<file path="src/pkg/acr_pkg.sv">
/*
 Constants of the acquisition control register bank: offsets, reset
 values, field positions and control codes.
 Assumes an 8-bit register space reached by a byte-wide access port.
*/
package acr_pkg;
	// ****************************************
	// register offsets
	// ****************************************
	localparam logic [7:0] ACR_OFS_SHUTTER = 8'hA4;
	localparam logic [7:0] ACR_OFS_POWER = 8'hA5;
	localparam logic [7:0] ACR_OFS_DELAY = 8'hAE;
	localparam logic [7:0] ACR_OFS_SLAVE = 8'hCA;
	// ****************************************
	// reset values
	// ****************************************
	localparam logic [7:0] ACR_RST_SHUTTER = 8'h00;
	localparam logic [7:0] ACR_RST_POWER = 8'h07;
	localparam logic [7:0] ACR_RST_DELAY = 8'h01;
	localparam logic [7:0] ACR_RST_SLAVE = 8'h20;
	localparam logic [7:0] ACR_RD_UNMAPPED = 8'h00;
	// ****************************************
	// field positions and codes
	// ****************************************
	localparam int ACR_BIT_RELEASE = 0;
	localparam int ACR_BIT_MULTI = 1;
	localparam int ACR_HIGH_LSB = 3;
	localparam int ACR_STRAP_LSB = 1;
	localparam logic [7:0] ACR_POWER_OFF = 8'h00;
	localparam logic [7:0] ACR_DELAY_NONE = 8'h01;
	localparam logic [7:0] ACR_DELAY_MANUAL = 8'h04;
	localparam logic [4:0] ACR_RST_HIGH = ACR_RST_SLAVE[7:3];
endpackage

</file>
<file path="src/pkg/acr_if.sv">
/*
 Carrier between the register bank and its slave address unit.
 Assumes both ends run on the same system clock.
*/
`timescale 1ns/1ns
interface acr_if;
	logic wr_en;
	logic [7:0] wdata;
	logic [7:0] reg_val;
	logic [6:0] active_addr;
	modport bank (output wr_en, output wdata, input reg_val,
		input active_addr);
	modport unit (input wr_en, input wdata, output reg_val,
		output active_addr);
endinterface

</file>
<file path="src/logic/acr_addr_unit.sv">
/*
 Slave address unit: strap capture, programmable high bits and the
 address that the bus slave answers to.
 Assumes the strap pins are stable while reset is held.
*/
`timescale 1ns/1ns
module acr_addr_unit
	import acr_pkg::*;
(
	// clock and reset
	input wire logic i_clk_sys,
	input wire logic i_reset,
	// straps and startup load
	input wire logic [1:0] i_strap_addr,
	input wire logic i_nvm_valid,
	input wire logic [4:0] i_nvm_addr,
	// general call reload
	input wire logic i_gc_reload,
	// bank side
	acr_if.unit bus
);
	logic [1:0] strap_q;
	logic [4:0] high_q;
	logic [6:0] active_q;
	logic [4:0] high_d;

	// ****************************************
	// programmable high bits
	// ****************************************
	assign high_d = bus.wr_en ? bus.wdata[7:3] :
		(i_nvm_valid ? i_nvm_addr : high_q);

	always_ff @(posedge i_clk_sys)
	begin
		if (i_reset)
		begin
			strap_q <= i_strap_addr;
			high_q <= ACR_RST_HIGH;
			active_q <= {ACR_RST_HIGH, i_strap_addr};
		end
		else
		begin
			high_q <= high_d;
			if (i_gc_reload)
				active_q <= {high_q, strap_q};
		end
	end

	assign bus.reg_val = {high_q, strap_q, 1'b0};
	assign bus.active_addr = active_q;
endmodule

</file>
<file path="src/logic/acr_regs.sv">
/*
 Acquisition control register bank: shutter release and frame mode,
 power control, delay line selection and the slave address register.
 Assumes a two-wire slave in front of it that issues one-cycle read and
 write strobes with an offset, and flags the general-call reload.
*/
//
// Functional notes
// In single-shot mode a set release bit starts one acquisition and is then cleared by hardware.
// In multiple-frame mode the release bit stays set after acquisition.
// With multiple frames set, frames run continuously while release is set.
// Multiple frames resets to zero, giving single-shot operation.
// Power control value 0x00 turns the sensor off; reset value 0x07 keeps it on.
// Delay control 0x01 applies no delay, 0x04 applies the manual delay setting.
// Changing delay control from 0x01 to 0x04 itself produces a delay step.
// The two low address bits come from straps captured only during reset.
// The five high address bits load from a host write or a startup load.
// A new address takes effect only on the general-call reload command.
// Slave address resets to 0x20 and shutter reserved bits reset to zero.
// The host stops continuous acquisition by clearing the release bit.
`timescale 1ns/1ns
module acr_regs
	import acr_pkg::*;
(
	// clock and reset
	input wire logic i_clk_sys,
	input wire logic i_reset,
	// register access
	input wire logic i_wr_en,
	input wire logic i_rd_en,
	input wire logic [7:0] i_addr,
	input wire logic [7:0] i_wdata,
	output logic [7:0] o_rdata,
	output logic o_rd_valid,
	// address control
	input wire logic [1:0] i_strap_addr,
	input wire logic i_nvm_valid,
	input wire logic [4:0] i_nvm_addr,
	input wire logic i_gc_reload,
	output logic [6:0] o_slave_addr,
	// acquisition control
	output logic o_acq_start,
	output logic o_acq_run,
	output logic o_power_on,
	// delay line
	output logic o_delay_manual,
	output logic o_delay_step
);
	acr_if addr_bus ();

	logic [7:0] shutter_q;
	logic [7:0] power_q;
	logic [7:0] delay_q;
	logic [7:0] rdata_q;
	logic rd_valid_q;
	logic acq_start_q;
	logic acq_run_q;
	logic power_on_q;
	logic delay_manual_q;
	logic delay_step_q;
	logic [7:0] shutter_d;
	logic [7:0] rdata_d;

	// ****************************************
	// decode
	// ****************************************
	wire sel_shutter = i_addr == ACR_OFS_SHUTTER;
	wire sel_power = i_addr == ACR_OFS_POWER;
	wire sel_delay = i_addr == ACR_OFS_DELAY;
	wire sel_slave = i_addr == ACR_OFS_SLAVE;
	wire wr_shutter = i_wr_en && sel_shutter;
	wire wr_power = i_wr_en && sel_power;
	wire wr_delay = i_wr_en && sel_delay;
	wire release_set = shutter_q[ACR_BIT_RELEASE];
	wire multi_mode = shutter_q[ACR_BIT_MULTI];
	wire single_fire = release_set && !multi_mode;
	wire delay_kick = wr_delay && delay_q == ACR_DELAY_NONE &&
		i_wdata == ACR_DELAY_MANUAL;

	assign addr_bus.wr_en = i_wr_en && sel_slave;
	assign addr_bus.wdata = i_wdata;

	// ****************************************
	// shutter next value
	// ****************************************
	// host write wins over the auto clear
	always_comb
	begin
		shutter_d = shutter_q;
		if (wr_shutter)
			shutter_d = {6'h00, i_wdata[1:0]};
		else if (single_fire)
			shutter_d[ACR_BIT_RELEASE] = 1'b0;
	end

	assign rdata_d = sel_shutter ? shutter_q :
		sel_power ? power_q :
		sel_delay ? delay_q :
		sel_slave ? addr_bus.reg_val : ACR_RD_UNMAPPED;

	// ****************************************
	// registers
	// ****************************************
	always_ff @(posedge i_clk_sys)
	begin
		if (i_reset)
		begin
			shutter_q <= ACR_RST_SHUTTER;
			power_q <= ACR_RST_POWER;
			delay_q <= ACR_RST_DELAY;
		end
		else
		begin
			shutter_q <= shutter_d;
			if (wr_power)
				power_q <= i_wdata;
			if (wr_delay)
				delay_q <= i_wdata;
		end
	end

	always_ff @(posedge i_clk_sys)
	begin
		if (i_reset)
		begin
			rdata_q <= 8'h00;
			rd_valid_q <= 1'b0;
		end
		else
		begin
			rd_valid_q <= i_rd_en;
			if (i_rd_en)
				rdata_q <= rdata_d;
		end
	end

	// ****************************************
	// control outputs
	// ****************************************
	always_ff @(posedge i_clk_sys)
	begin
		if (i_reset)
		begin
			acq_start_q <= 1'b0;
			acq_run_q <= 1'b0;
			power_on_q <= 1'b1;
			delay_manual_q <= 1'b0;
			delay_step_q <= 1'b0;
		end
		else
		begin
			acq_start_q <= single_fire;
			acq_run_q <= release_set && multi_mode;
			power_on_q <= power_q != ACR_POWER_OFF;
			delay_manual_q <= delay_q == ACR_DELAY_MANUAL;
			delay_step_q <= delay_kick;
		end
	end

	assign o_rdata = rdata_q;
	assign o_rd_valid = rd_valid_q;
	assign o_acq_start = acq_start_q;
	assign o_acq_run = acq_run_q;
	assign o_power_on = power_on_q;
	assign o_delay_manual = delay_manual_q;
	assign o_delay_step = delay_step_q;
	assign o_slave_addr = addr_bus.active_addr;

	acr_addr_unit u_addr (
		.i_clk_sys(i_clk_sys),
		.i_reset(i_reset),
		.i_strap_addr(i_strap_addr),
		.i_nvm_valid(i_nvm_valid),
		.i_nvm_addr(i_nvm_addr),
		.i_gc_reload(i_gc_reload),
		.bus(addr_bus.unit)
	);
endmodule

</file>
<file path="config.mk">
export PLATFORM = sky130hd
export DESIGN_NAME = acr_regs
export DESIGN_NICKNAME = d
export VERILOG_FILES = /design/src/pkg/acr_pkg.sv /design/src/pkg/acr_if.sv /design/src/logic/acr_addr_unit.sv /design/src/logic/acr_regs.sv
export SDC_FILE = /design/constraint.sdc
export NUM_CORES = 1
export LEC_CHECK = 0
export CORE_MARGIN = 8
export CORE_UTILIZATION = 47
export DETAILED_ROUTE_END_ITERATION = 16
export DONT_BUFFER_PORTS = 1
export GPL_ROUTABILITY_DRIVEN = 1
export HOLD_SLACK_MARGIN = 0.05
export PLACE_DENSITY = 0.69
export SYNTH_ARGS = -nofsm -noshare
export SYNTH_HDL_FRONTEND = slang
export SYNTH_SLANG_ARGS = --single-unit
</file>
<file path="constraint.sdc">
create_clock -name i_clk_sys -period 2.75 [get_ports i_clk_sys]
set_input_delay 0.1375 -clock i_clk_sys [delete_from_list [all_inputs] [get_ports i_clk_sys]]
set_output_delay 0.1375 -clock i_clk_sys [all_outputs]
set_load 0.01 [all_outputs]
</file>
# Yosys cells after proc, flatten, opt, wreduce, memory -nomap -nowiden
# Cells that the tools add are included.
dict set report classes {
  mux 10
  eq_ne 7
  reduce_logical 13
}
# operator count
set op_table {}
lappend op_table {{== test 8 bit (second input constant)} 4}
lappend op_table {{2-to-1 mux 8 bit} 4}
lappend op_table {{== test 8 x 3 -> 1 bit (second input constant)} 2}
lappend op_table {{2-to-1 mux 5 bit} 2}
lappend op_table {{== test 8 x 1 -> 1 bit (second input constant)} 1}
lappend op_table {{logical AND 1 bit} 8}
lappend op_table {{nonzero test 8 bit} 1}
lappend op_table {{nonzero test 2 bit} 3}
lappend op_table {{2-to-1 mux 2 bit} 2}
lappend op_table {{2-to-1 mux 1 bit} 2}
lappend op_table {{logical NOT 1 bit} 1}
dict set report totals {
  reg_bits 46
  output_inout_bits 21
  input_bits 29
  wordCells 45
}

# Longest topological paths before layout
# Gate-level depths: netlist of the first run.
dict set report depth {
  ltp_word 5
  ltp_mapped 6
  mapped_depth_nobuf 4
}

# Hierarchy
# Synthesis of the first run repeated with hierarchy kept, for this count alone.
dict set report hier_totals {
  hier_cells 200
  area_unflattened_um2 1986.9
}
# module seq_area_each_um2 cells_per_inst instances area_each_um2
set modules_own_cells {}
lappend modules_own_cells {acr_regs 640.6 151 1 1408.9}
lappend modules_own_cells {acr_addr_unit 320.3 49 1 578.1}

# Least setup slack after synthesis of the first run
# Ideal clock, no wire load.
dict set report synth_timing {
  path_type {input to register}
  from {input i_addr[6]}
  to {register delay_q[0]}
  setup_time_ps 120
  path_stages 5
  path_slack_ps 1586
  path_buffers 2
  required_ps 2630
  arrival_time_ps 1045
  cell_sequence {and4bb_1 > buf_6 > nand4_4 > buf_6 > a211o_1}
}
dict set report synth_via {
  elab_chain_len 2
}
# item line
set synth_rtl {}
lappend synth_rtl {{start: declaration} acr_regs.sv:31} ;# input wire logic [7:0] i_addr,
lappend synth_rtl {{== test 8 bit} acr_regs.sv:69} ;# wire sel_delay = i_addr == ACR_OFS_DELAY;
lappend synth_rtl {{logical AND 1 bit} acr_regs.sv:73} ;# wire wr_delay = i_wr_en && sel_delay;
lappend synth_rtl {{end signal: assignment} acr_regs.sv:118} ;# delay_q <= i_wdata;
lappend synth_rtl {{end: declaration} acr_regs.sv:53} ;# logic [7:0] delay_q;
# Every way passes these cells.
# A chain may end at the register's enable or synchronous reset.

# Final worst setup path of the first run
dict set report layout_timing {
  from {input i_reset}
  to {register u_addr.active_q[1], in the netlist u_addr.bus.active_addr[1], enable pin}
}
dict set report layout_via {
  elab_chain_len 1
}
# item line
set layout_rtl {}
lappend layout_rtl {{start: declaration} acr_regs.sv:27} ;# input wire logic i_reset,
lappend layout_rtl {{nonzero test 2 bit (no line)} n/a}
lappend layout_rtl {{end signal: assignment} acr_addr_unit.sv:39} ;# active_q <= {ACR_RST_HIGH, i_strap_addr};
lappend layout_rtl {{end signal: assignment} acr_addr_unit.sv:45} ;# active_q <= {high_q, strap_q};
lappend layout_rtl {{end: declaration} acr_addr_unit.sv:24} ;# logic [6:0] active_q;
# Every way passes these cells.

==> qor_table.md, run 1 <==
| Item | This run |
| --- | --- |
| Endpoints failing hold | 0 |
| Part of the total power dissipated in the clock network | 0.384 |
| Critical path class | in2reg |
| Post-synthesis to final-layout area growth | 12.6% |
| Switching share of power | 0.211 |
| Final routed wirelength across all metal layers | 5.07 mm |
| Setup-failing EPs final | 0 |
| Avg Inst Size Synth | 10.1 um^2 |
| Post-Route Setup TNS | 0 ns |
| Critical path required time | 2.80 ns |
| Setup clock skew after layout | 0.00686 ns |
| Switching power | 269 uW |
| Worst path slowest cell | dlygate4sd3_1 |
| Reported leakage power | 0.000915 uW |
| Area after detailed placement | 0.00198 mm^2 |
| Remaining global-route overflow | 0 |
| Initial antenna violation count | 0 |
| Actual slew at the worst max-slew pin | 0.550 ns |
| Count of instances resized after the clock tree is built | 0 |
| Die outline height | 81.2 um |
| Most frequent CP cell | dlygate4sd3_1 |
| Yosys warning count | 0 |
| IO buf count | 0 |
| Final worst path period share | 0.532 |
| Final max-slew violation count | 0 |
| Antenna cells | 0 |
| Sequential area share after synthesis | 0.480 |
| Via count of the first global-routing pass | 1653 |
| Cell area power density | 565 mW/mm^2 |
| Arrival time of data at the critical path endpoint | 1.52 ns |
| Final Cell Area | 0.00225 mm^2 |
| Top fanout value on the critical path | 5 |
| Post-cts hold buffer count | 14 |
| Initial DRC Count | 111 |
| Detailed-route wire length per cell | 19.6 um |
| Critical path launch point type | input port |
| Number of placed I/O pins | 50 |
| Worst relative slew slack | 0.632 |
| Chip Width | 81.2 um |
| Sum of internal, switching and leakage power | 1270 uW |
| Share of total power in combinational logic | 0.063 |
| # nets final | 237 |
| Antenna Violating Nets Remaining | 0 |
| TritonCTS Sinks | 46 |
| Starting density of the core | 0.493 |
| Peak supply drop | 0.000332 V |
| Syn nets | 228 |
| Half-perimeter wire length of the detailed placement result | 3.63 mm |
| Post-layout minimum cycle time | 1.46 ns |
| Number of vias in the routed layout | 1574 |
| Share of synthesized flip-flops with an asynchronous set or reset | 0 |
| Pint | 1000 uW |
| Distinct cell type count after synthesis | 41 |
| Count of mapped cells out of synthesis | 199 |
| Most common flop cell mapped by yosys | dfxtp_1 |
| Worst-case reg-to-reg path depth | 3 |
| Crit path largest cell delay | 0.59 ns |
| Clock-pin transition on the worst setup and hold timing paths | 0.08 ns |
| Proportion of layout cells with a drive suffix above 1 | 0.0766 |
| Number of cells traversed by the worst hold path | 2 |
| Last weighted congestion value of the routability-driven placer | 0.870 |
| Max-cap violation count | 0 |
| Global-route wire length before repair | 7.96 mm |
| Total routing usage reported by global routing | 0.157 |
| Mapped cell area | 0.00200 mm^2 |
| Number of levels the H-tree was split into | 2 |
| Maximum buffer depth of the clock tree | 2 |
| FP Rows | 23 |
| DRT Pass-1 Iters | 5 |
| Min-Delay Path Class | in2reg |
| Post-place setup slack | 1.32 ns |
| Setup repair after global routing missed its margin | no |
| Least setup slack across all paths after layout | 1.29 ns |
| Vias per cell | 6.08 |
| Crit end category | flop |
| Cell chosen for the clock root | clkbuf_8 |
| Run status | completed |
| Largest net degree at the start of global routing | 40 |
| Post-CTS Setup Inserts | 0 |
| Synth Register Bits | 46 |
| Area of the die | 0.00660 mm^2 |
| Number of buffers inserted during clock tree synthesis | 5 |
| Std-Cell Core Area | 0.00406 mm^2 |
| Clock insertion delay at the later pin of the skew report | 0.30 ns |
| # DRC | 0 |
| Cell-by-cell listing of the critical path | dlygate4sd3_1 -> or2_2 -> dlygate4sd3_1 |
| Portion of total power attributed to sequential cells | 0.553 |
| Clock tree from TritonCTS | yes |
| Max Clock Freq | 683 MHz |
| Number of flops mapped to enable cells by yosys | 4 |
-- cell usage after synthesis (all sizes together) (2+ instances only) --
master / instances / share of area
and4bb: 2 / 0.013
nor2: 32 / 0.060
a211oi: 4 / 0.015
a211o: 3 / 0.013
nor3: 6 / 0.015
mux2: 3 / 0.017
buf: 9 / 0.033
nand4: 4 / 0.020
edfxtp: 4 / 0.060
nor3b: 3 / 0.011
and4: 2 / 0.0088
nand3: 10 / 0.025
nor2b: 3 / 0.0094
mux2i: 22 / 0.11
a221o: 6 / 0.030
a21oi: 9 / 0.023
nor4: 3 / 0.0094
nand3b: 7 / 0.026
nand2b: 3 / 0.0094
dfxtp: 42 / 0.42
nand2: 4 / 0.0075
clkbuf: 5 / 0.010
-- cell usage in the layout (no fill, tap or decap), types with 2 or more instances in the layout --
cell type	count
and4_1	2
nand3b_1	7
a211oi_1	4
nand4_1	3
mux2_2	3
nand3_1	10
nand2_1	4
dfxtp_1	42
clkbuf_1	2
nor3_1	6
nor2b_1	3
a211o_1	3
a21oi_1	9
dlygate4sd3_1	15
edfxtp_1	4
clkbuf_8	5
nand2b_1	3
nor2_1	32
nor3b_1	3
nor4_1	3
a221o_1	6
mux2i_1	22
-- worst max-delay path, delay by kind of cell --
kind / cells / cell delay [ns]
buffers and inverters: 2 / 1.12
AND/OR/NAND/NOR: 1 / 0.26
-- routing by layer --
metal | up-vias | part of all wire | wire length, um | GRT usage
li1 | 745 | - | - | -
met1 | 746 | 0.38 | 1930 | 0.165
met2 | 71 | 0.50 | 2550 | 0.271
met3 | 12 | 0.087 | 440 | 0.0574
met4 | 0 | 0.029 | 145 | 0.0821
met5 | - | 0 | 0 | 0
-- final cells by class --
type / instances / area, um^2
fillers: 357 / 1800
flip-flops and latches: 46 / 961
multi-input cells: 138 / 950
repair buffers: 16 / 170
clock buffers: 7 / 76.3
well taps: 50 / 62.6
clock inverters: 1 / 30.0
inverters: 1 / 3.75
-- stage by stage --
stage,hold WS [ns],util,std cells
5_1_grt,0.0519,0.555,259
6_report,0.0602,0.555,259
3_3_place_gp,0.212,0.487,235
2_1_floorplan,0.228,-,199
4_1_cts,0.0515,0.550,257
3_5_place_dp,0.215,0.487,235
-- sequential cells by signal, summed over array words and instances (netlist names) --
| signal | cells |
|---|---|
| delay_q | 8 |
| o_acq_run | 1 |
| o_acq_start | 1 |
| o_delay_manual | 1 |
| o_delay_step | 1 |
| o_power_on | 1 |
| o_rd_valid | 1 |
| o_rdata | 8 |
| power_q | 8 |
| shutter_q | 2 |
| u_addr.bus.active_addr | 7 |
| u_addr.high_q | 5 |
| u_addr.strap_q | 2 |
-- worst paths after layout --
check / startpoint / to / slack [ns]
setup / recovery: i_reset / u_addr.bus.active_addr[1] / 1.29
hold / removal: i_wdata[3] / power_q[3] / 0.06
setup reg to reg: u_addr.bus.active_addr[3] / u_addr.bus.active_addr[3] / 1.54
hold reg to reg: shutter_q[1] / o_acq_run / 0.49
-- power groups by stage --
stage	Sequential (uW)	Clock (uW)	Combinational, uW
2_1_floorplan	716	0	53.4
3_3_place_gp	720	0	40.7
3_5_place_dp	720	0	42.8
4_1_cts	704	493	76.7
5_1_grt	705	521	86.9
6_report	704	489	79.8
-- cell families (layout without fill, tap and decap cells) --
family,Yosys count,after routing,share of synthesized area
AO/OA/AOI/OAI,27,27,0.100
buffers and inverters,15,25,0.0450
multiplexers,25,25,0.127
flip-flops,46,46,0.480
AND/OR/NAND/NOR,86,86,0.248
Power figures use the tool's default switching activity.
==> run 2, diff against run 1 <==
- PLACE_DENSITY: 0.69 -> 0.71
- clock period: 2.75 -> 1.34 ns (I/O delays scaled with it)
==> qor_table.md, run 2 (synthesized netlist as in run 1, its figures left out) <==
| Item | This run | Change |
| --- | --- | --- |
| Std-Cell Core Area | 0.00406 mm^2 | unchanged |
| Starting density of the core | 0.493 | unchanged |
| # nets final | 251 | +5.9% |
| Worst relative slew slack | 0.681 | +0.0490 |
| Clock insertion delay at the later pin of the skew report | 0.30 ns | about the same |
| Worst Hold Margin | 0.0182 ns | -0.0420 ns |
| FP Rows | 23 | unchanged |
| Top fanout value on the critical path | 6 | +1 |
| Die outline height | 81.2 um | unchanged |
| Reported leakage power | 0.000976 uW | +6.7% |
| Fill cell count | 336 | -5.9% |
| Final max-slew violation count | 0 | unchanged |
| Cell area power density | 1030 mW/mm^2 | +82% |
| Layer carrying the most global-route usage | met2 |  |
| Post-synthesis to final-layout area growth | 18.3% |  |
| Final routed wirelength across all metal layers | 5.07 mm | -0.18% |
| Endpoints failing hold | 0 | unchanged |
| Highest-count cells in the layout ignoring fill and taps | 41 x dfxtp_1, 32 x nor2_1, 26 x dlygate4sd3_1 |  |
| Proportion of layout cells with a drive suffix above 1 | 0.0856 | +0.00903 |
| Number of levels the H-tree was split into | 2 | unchanged |
| Remaining global-route overflow | 0 | unchanged |
| Met2 track demand over resource in global routing | 0.269 | -0.00241 |
| Setup clock skew after layout | 0.00501 ns | -0.00184 ns |
| Antenna cells | 0 | unchanged |
| Peak supply drop | 0.000590 V | +78% |
| Maximum buffer depth of the clock tree | 2 | unchanged |
| Register-to-register setup slack | 0.06 ns | -1.48 ns |
| Setup-failing EPs final | 0 | unchanged |
| Clock tree from TritonCTS | yes |  |
| Largest net degree at the start of global routing | 43 | +7.5% |
| Arrival time of data at the critical path endpoint | 1.48 ns | -0.04 ns |
| Critical path required time | 1.52 ns | -1.28 ns |
| Post-layout minimum cycle time | 1.30 ns |  |
| DRT Pass-1 Iters | 4 | -1 |
| Initial antenna violation count | 0 | unchanged |
| Number of placed I/O pins | 50 | unchanged |
| Cell chosen for the clock root | clkbuf_8 |  |
| Critical path launch point type | input port |  |
| Last weighted congestion value of the routability-driven placer | 0.829 | -4.6% |
| Vias per cell | 5.88 | -3.2% |
| Max Clock Freq | 772 MHz |  |
| Number of vias in the routed layout | 1600 | +1.7% |
| Area of the die | 0.00660 mm^2 | unchanged |
| Via count of the first global-routing pass | 1604 | -3.0% |
| Detailed-route wire length per cell | 18.6 um | -4.9% |
| Run status | completed |  |
| Initial DRC Count | 205 | +85% |
| # DRC | 0 | unchanged |
| Least setup slack across all paths after layout | 0.0444 ns | -1.24 ns |
| Number of buffers inserted during clock tree synthesis | 5 | unchanged |
| Post-Route Setup TNS | 0 ns | unchanged |
| Setup repair after global routing missed its margin | no |  |
| Antenna Violating Nets Remaining | 0 | unchanged |
| Final worst path period share | 0.967 |  |
| Commonest non-fill, non-tap cell in the layout | dfxtp_1 |  |
| Crit end category | flop |  |
| Min-Delay Path Class | in2reg |  |
| IO buf count | 0 | unchanged |
| Critical path class | in2reg |  |
| Global-route wire length before repair | 8.11 mm | +1.8% |
| Max-cap violation count | 0 | unchanged |
| Chip Width | 81.2 um | unchanged |
| Actual slew at the worst max-slew pin | 0.476 ns | -0.0736 ns |
| Total routing usage reported by global routing | 0.160 | +0.00304 |
| Met3 Resource Use GR | 0.0618 | +0.00442 |
| Post-place setup slack | 0.171 ns | -1.15 ns |
| Met1 usage | 0.178 | +0.0133 |
| Clock-pin transition on the worst setup and hold timing paths | 0.08 ns | about the same |
| Half-perimeter wire length of the detailed placement result | 3.57 mm | -1.6% |
| TritonCTS Sinks | 46 | unchanged |
run 2: cell types whose count changed in the layout (fill, tap and decap cells not counted):
cell	change
bufinv_16	-1
nand4b_2	-1
nand4b_4	+1
dlygate4sd3_1	+11
dfxtp_1	-1
dfxtp_2	+1
buf_4	+3
run 2: layout make-up:
| class | instances | area, um^2 | share of cell area |
|---|---|---|---|
| Sequential cell | 46 | 962 | 0.407 |
| Multi-Input combinational cell | 138 | 958 | 0.405 |
| Timing Repair Buffer | 30 | 303 | 0.128 |
| Clock buffer | 7 | 76.3 | 0.0323 |
| Tap cell | 50 | 62.6 | 0.0264 |
| Inverter | 1 | 3.75 | 0.00159 |
run 2: report_power, final:
group,switching (uW),internal [uW]
registers,26.9,1420
clock network,424,359
logic,90.4,113
run 2: timing repair:
item                                    CTS  global route
hold endpoints to repair                 44             4
hold buffers                             26             1
buffers inserted                          0             0
gates resized for setup                   0             2
endpoints found under the setup margin    0             2
run 2: metal layers:
metal / vias to the layer above / share of wire / wire (um)
met5: - / 0 / 0
met4: 0 / 0.018 / 90
met3: 8 / 0.089 / 453
met2: 65 / 0.50 / 2530
met1: 758 / 0.39 / 1990
li1: 769 / - / -
run 2: worst paths after layout:
kind               startpoint               end  cells past startpoint
max                   i_rd_en        o_rdata[6]                      4
min                   i_wr_en  u_addr.high_q[0]                      2
max reg2reg  u_addr.high_q[3]  u_addr.high_q[3]                      3
min reg2reg      shutter_q[1]       o_acq_start                      1
run 2: per-stage QoR:
stage          utilization  total power [uW]  area, um^2  std cells
2_1_floorplan            -              1580        2000        199
3_3_place_gp         0.493              1570        2000        238
3_5_place_dp         0.493              1570        2000        238
4_1_cts              0.578              2440        2350        271
5_1_grt              0.583              2540        2370        272
6_report             0.583              2430        2370        272
run 2: worst max-delay path: stages:
cell and delay, ns:
dlygate4sd3_1 0.61, nor2b_1 0.18, and4_1 0.30, a221o_1 0.32
==> run 3, diff against run 2 <==
- CORE_MARGIN: 8 -> 2
==> qor_table.md, run 3 (synthesized netlist as in run 1, its figures left out) <==
| Item | This run | Change |
| --- | --- | --- |
| Post-synthesis to final-layout area growth | 19.4% |  |
| Worst path slowest cell | dlygate4sd3_1 |  |
| Worst Hold Margin | 0.0449 ns | +0.0268 ns |
| Number of placed I/O pins | 50 | unchanged |
| Run status | completed |  |
| Clock-pin transition on the worst setup and hold timing paths | 0.09 ns | about the same |
| Antenna Violating Nets Remaining | 0 | unchanged |
| FP Rows | 23 | unchanged |
| Endpoints failing hold | 0 | unchanged |
| Post-Route Setup TNS | 0 ns | unchanged |
| Vias per cell | 6.02 | +2.4% |
| Global-route wire length before repair | 8.00 mm | -1.4% |
| Maximum buffer depth of the clock tree | 2 | unchanged |
| Last weighted congestion value of the routability-driven placer | 0.918 | +11% |
| Largest net degree at the start of global routing | 43 | unchanged |
| Arrival time of data at the critical path endpoint | 1.49 ns | about the same |
| TritonCTS Sinks | 46 | unchanged |
| Initial antenna violation count | 0 | unchanged |
| Max Clock Freq | 767 MHz | -0.63% |
| Crit path largest cell delay | 0.61 ns | about the same |
| Crit end category | flop |  |
| # nets final | 249 | -0.80% |
| Post-layout minimum cycle time | 1.30 ns | +0.00820 ns |
| Max-cap violation count | 0 | unchanged |
| Commonest non-fill, non-tap cell in the layout | dfxtp_1 |  |
| Number of levels the H-tree was split into | 2 | unchanged |
| Clock tree from TritonCTS | yes |  |
| Setup-failing EPs final | 0 | unchanged |
| Half-perimeter wire length of the detailed placement result | 3.26 mm | -8.9% |
| Actual slew at the worst max-slew pin | 0.412 ns | -0.0644 ns |
| Setup repair after global routing missed its margin | no |  |
| Post-route core utilization | 0.589 | +0.00555 |
| Critical path class | in2reg |  |
| Remaining global-route overflow | 0 | unchanged |
| Cell area power density | 1130 mW/mm^2 | +9.8% |
| Die outline height | 69.2 um | -15% |
| Final routed wirelength across all metal layers | 4.72 mm | -6.8% |
| # DRC | 0 | unchanged |
| Antenna cells | 0 | unchanged |
| Cell chosen for the clock root | clkbuf_8 |  |
| IO buf count | 0 | unchanged |
| Total routing usage reported by global routing | 0.207 | +0.0468 |
| Initial DRC Count | 85 | -59% |
| Setup clock skew after layout | 0.00459 ns | -0.000424 ns |
| Min-Delay Path Class | in2reg |  |
| Number of vias in the routed layout | 1632 | +2.0% |
| Number of buffers inserted during clock tree synthesis | 5 | unchanged |
| Critical path launch point type | input port |  |
| Area of the die | 0.00479 mm^2 | -27% |
| Reported leakage power | 0.000972 uW | -0.46% |
| Final max-slew violation count | 0 | unchanged |
| Detailed-route wire length per cell | 17.4 um | -6.4% |
| Critical path required time | 1.52 ns | about the same |
| DRT Pass-1 Iters | 4 | unchanged |
| Worst relative slew slack | 0.724 | +0.0431 |
| Via count of the first global-routing pass | 1675 | +4.4% |
| Std-Cell Core Area | 0.00406 mm^2 | unchanged |
| Proportion of layout cells with a drive suffix above 1 | 0.104 | +0.0185 |
| Cell family with most CP delay | buffers and inverters |  |
| Top fanout value on the critical path | 6 | unchanged |
| Worst path bufs/invs | 1 | unchanged |
| Clock insertion delay at the later pin of the skew report | 0.30 ns | about the same |
| Highest-count cells in the layout ignoring fill and taps | 41 x dfxtp_1, 32 x nor2_1, 25 x dlygate4sd3_1 |  |
| Final worst path period share | 0.973 | +0.00612 |
| Chip Width | 69.2 um | -15% |
| Peak supply drop | 0.000516 V | -13% |
| Cell-by-cell listing of the critical path | dlygate4sd3_1 -> nor2b_1 -> and4_2 -> a221o_1 |  |
| Starting density of the core | 0.493 | unchanged |
[run 3: power by group]
part	switching, uW	internal (uW)
combinational	90.2	102
sequential	26.7	1420
clock	450	608
total	567	2130
[run 3: cell type report]
class                      instances  area [um^2]
timing repair buffer              28          285
inverter                           1         3.75
clock inverter                     1         30.0
tap                               50         62.6
clock buffer                       7         86.3
fill                             339         1670
multi-input combinational        138          958
sequential                        46          962
[run 3: per-stage QoR]
| step | instance area, um^2 | setup WS (ns) | instances | power [uW] |
|---|---|---|---|---|
| 2_1_floorplan | 2000 | 0.246 | 199 | 1580 |
| 3_3_place_gp | 1990 | 0.197 | 237 | 1560 |
| 3_5_place_dp | 1990 | 0.162 | 237 | 1570 |
| 4_1_cts | 2380 | 0.0246 | 271 | 2710 |
| 5_1_grt | 2390 | 0.00534 | 271 | 2790 |
| 6_report | 2390 | 0.0362 | 271 | 2690 |
[run 3: timing repair]
| item | CTS | global route |
|---|---|---|
| gates resized for setup | 0 | 4 |
| hold buffers | 26 | 0 |
| endpoints found under the setup margin | 0 | 3 |
| hold endpoints to repair | 44 | 0 |
| setup buffers | 0 | 0 |
[run 3: worst paths after layout]
| check | slack, ns | from | endpoint | cells after the start |
|---|---|---|---|---|
| worst max-delay path | 0.04 | i_rd_en | o_rdata[6] | 4 |
| worst max register to register | 0.07 | u_addr.high_q[4] | u_addr.high_q[4] | 3 |
| worst min register to register | 0.48 | shutter_q[0] | o_acq_run | 2 |
| worst min-delay path | 0.04 | i_reset | u_addr.high_q[4] | 2 |
[run 3: metal layers]
| metal | wire [um] | global-route usage | share of wire | vias up |
|---|---|---|---|---|
| met5 | 0 | 0 | 0 | - |
| met3 | 287 | 0.0669 | 0.061 | 13 |
| met2 | 2330 | 0.349 | 0.49 | 53 |
| li1 | - | - | - | 767 |
| met1 | 1990 | 0.243 | 0.42 | 799 |
| met4 | 113 | 0.0850 | 0.024 | 0 |
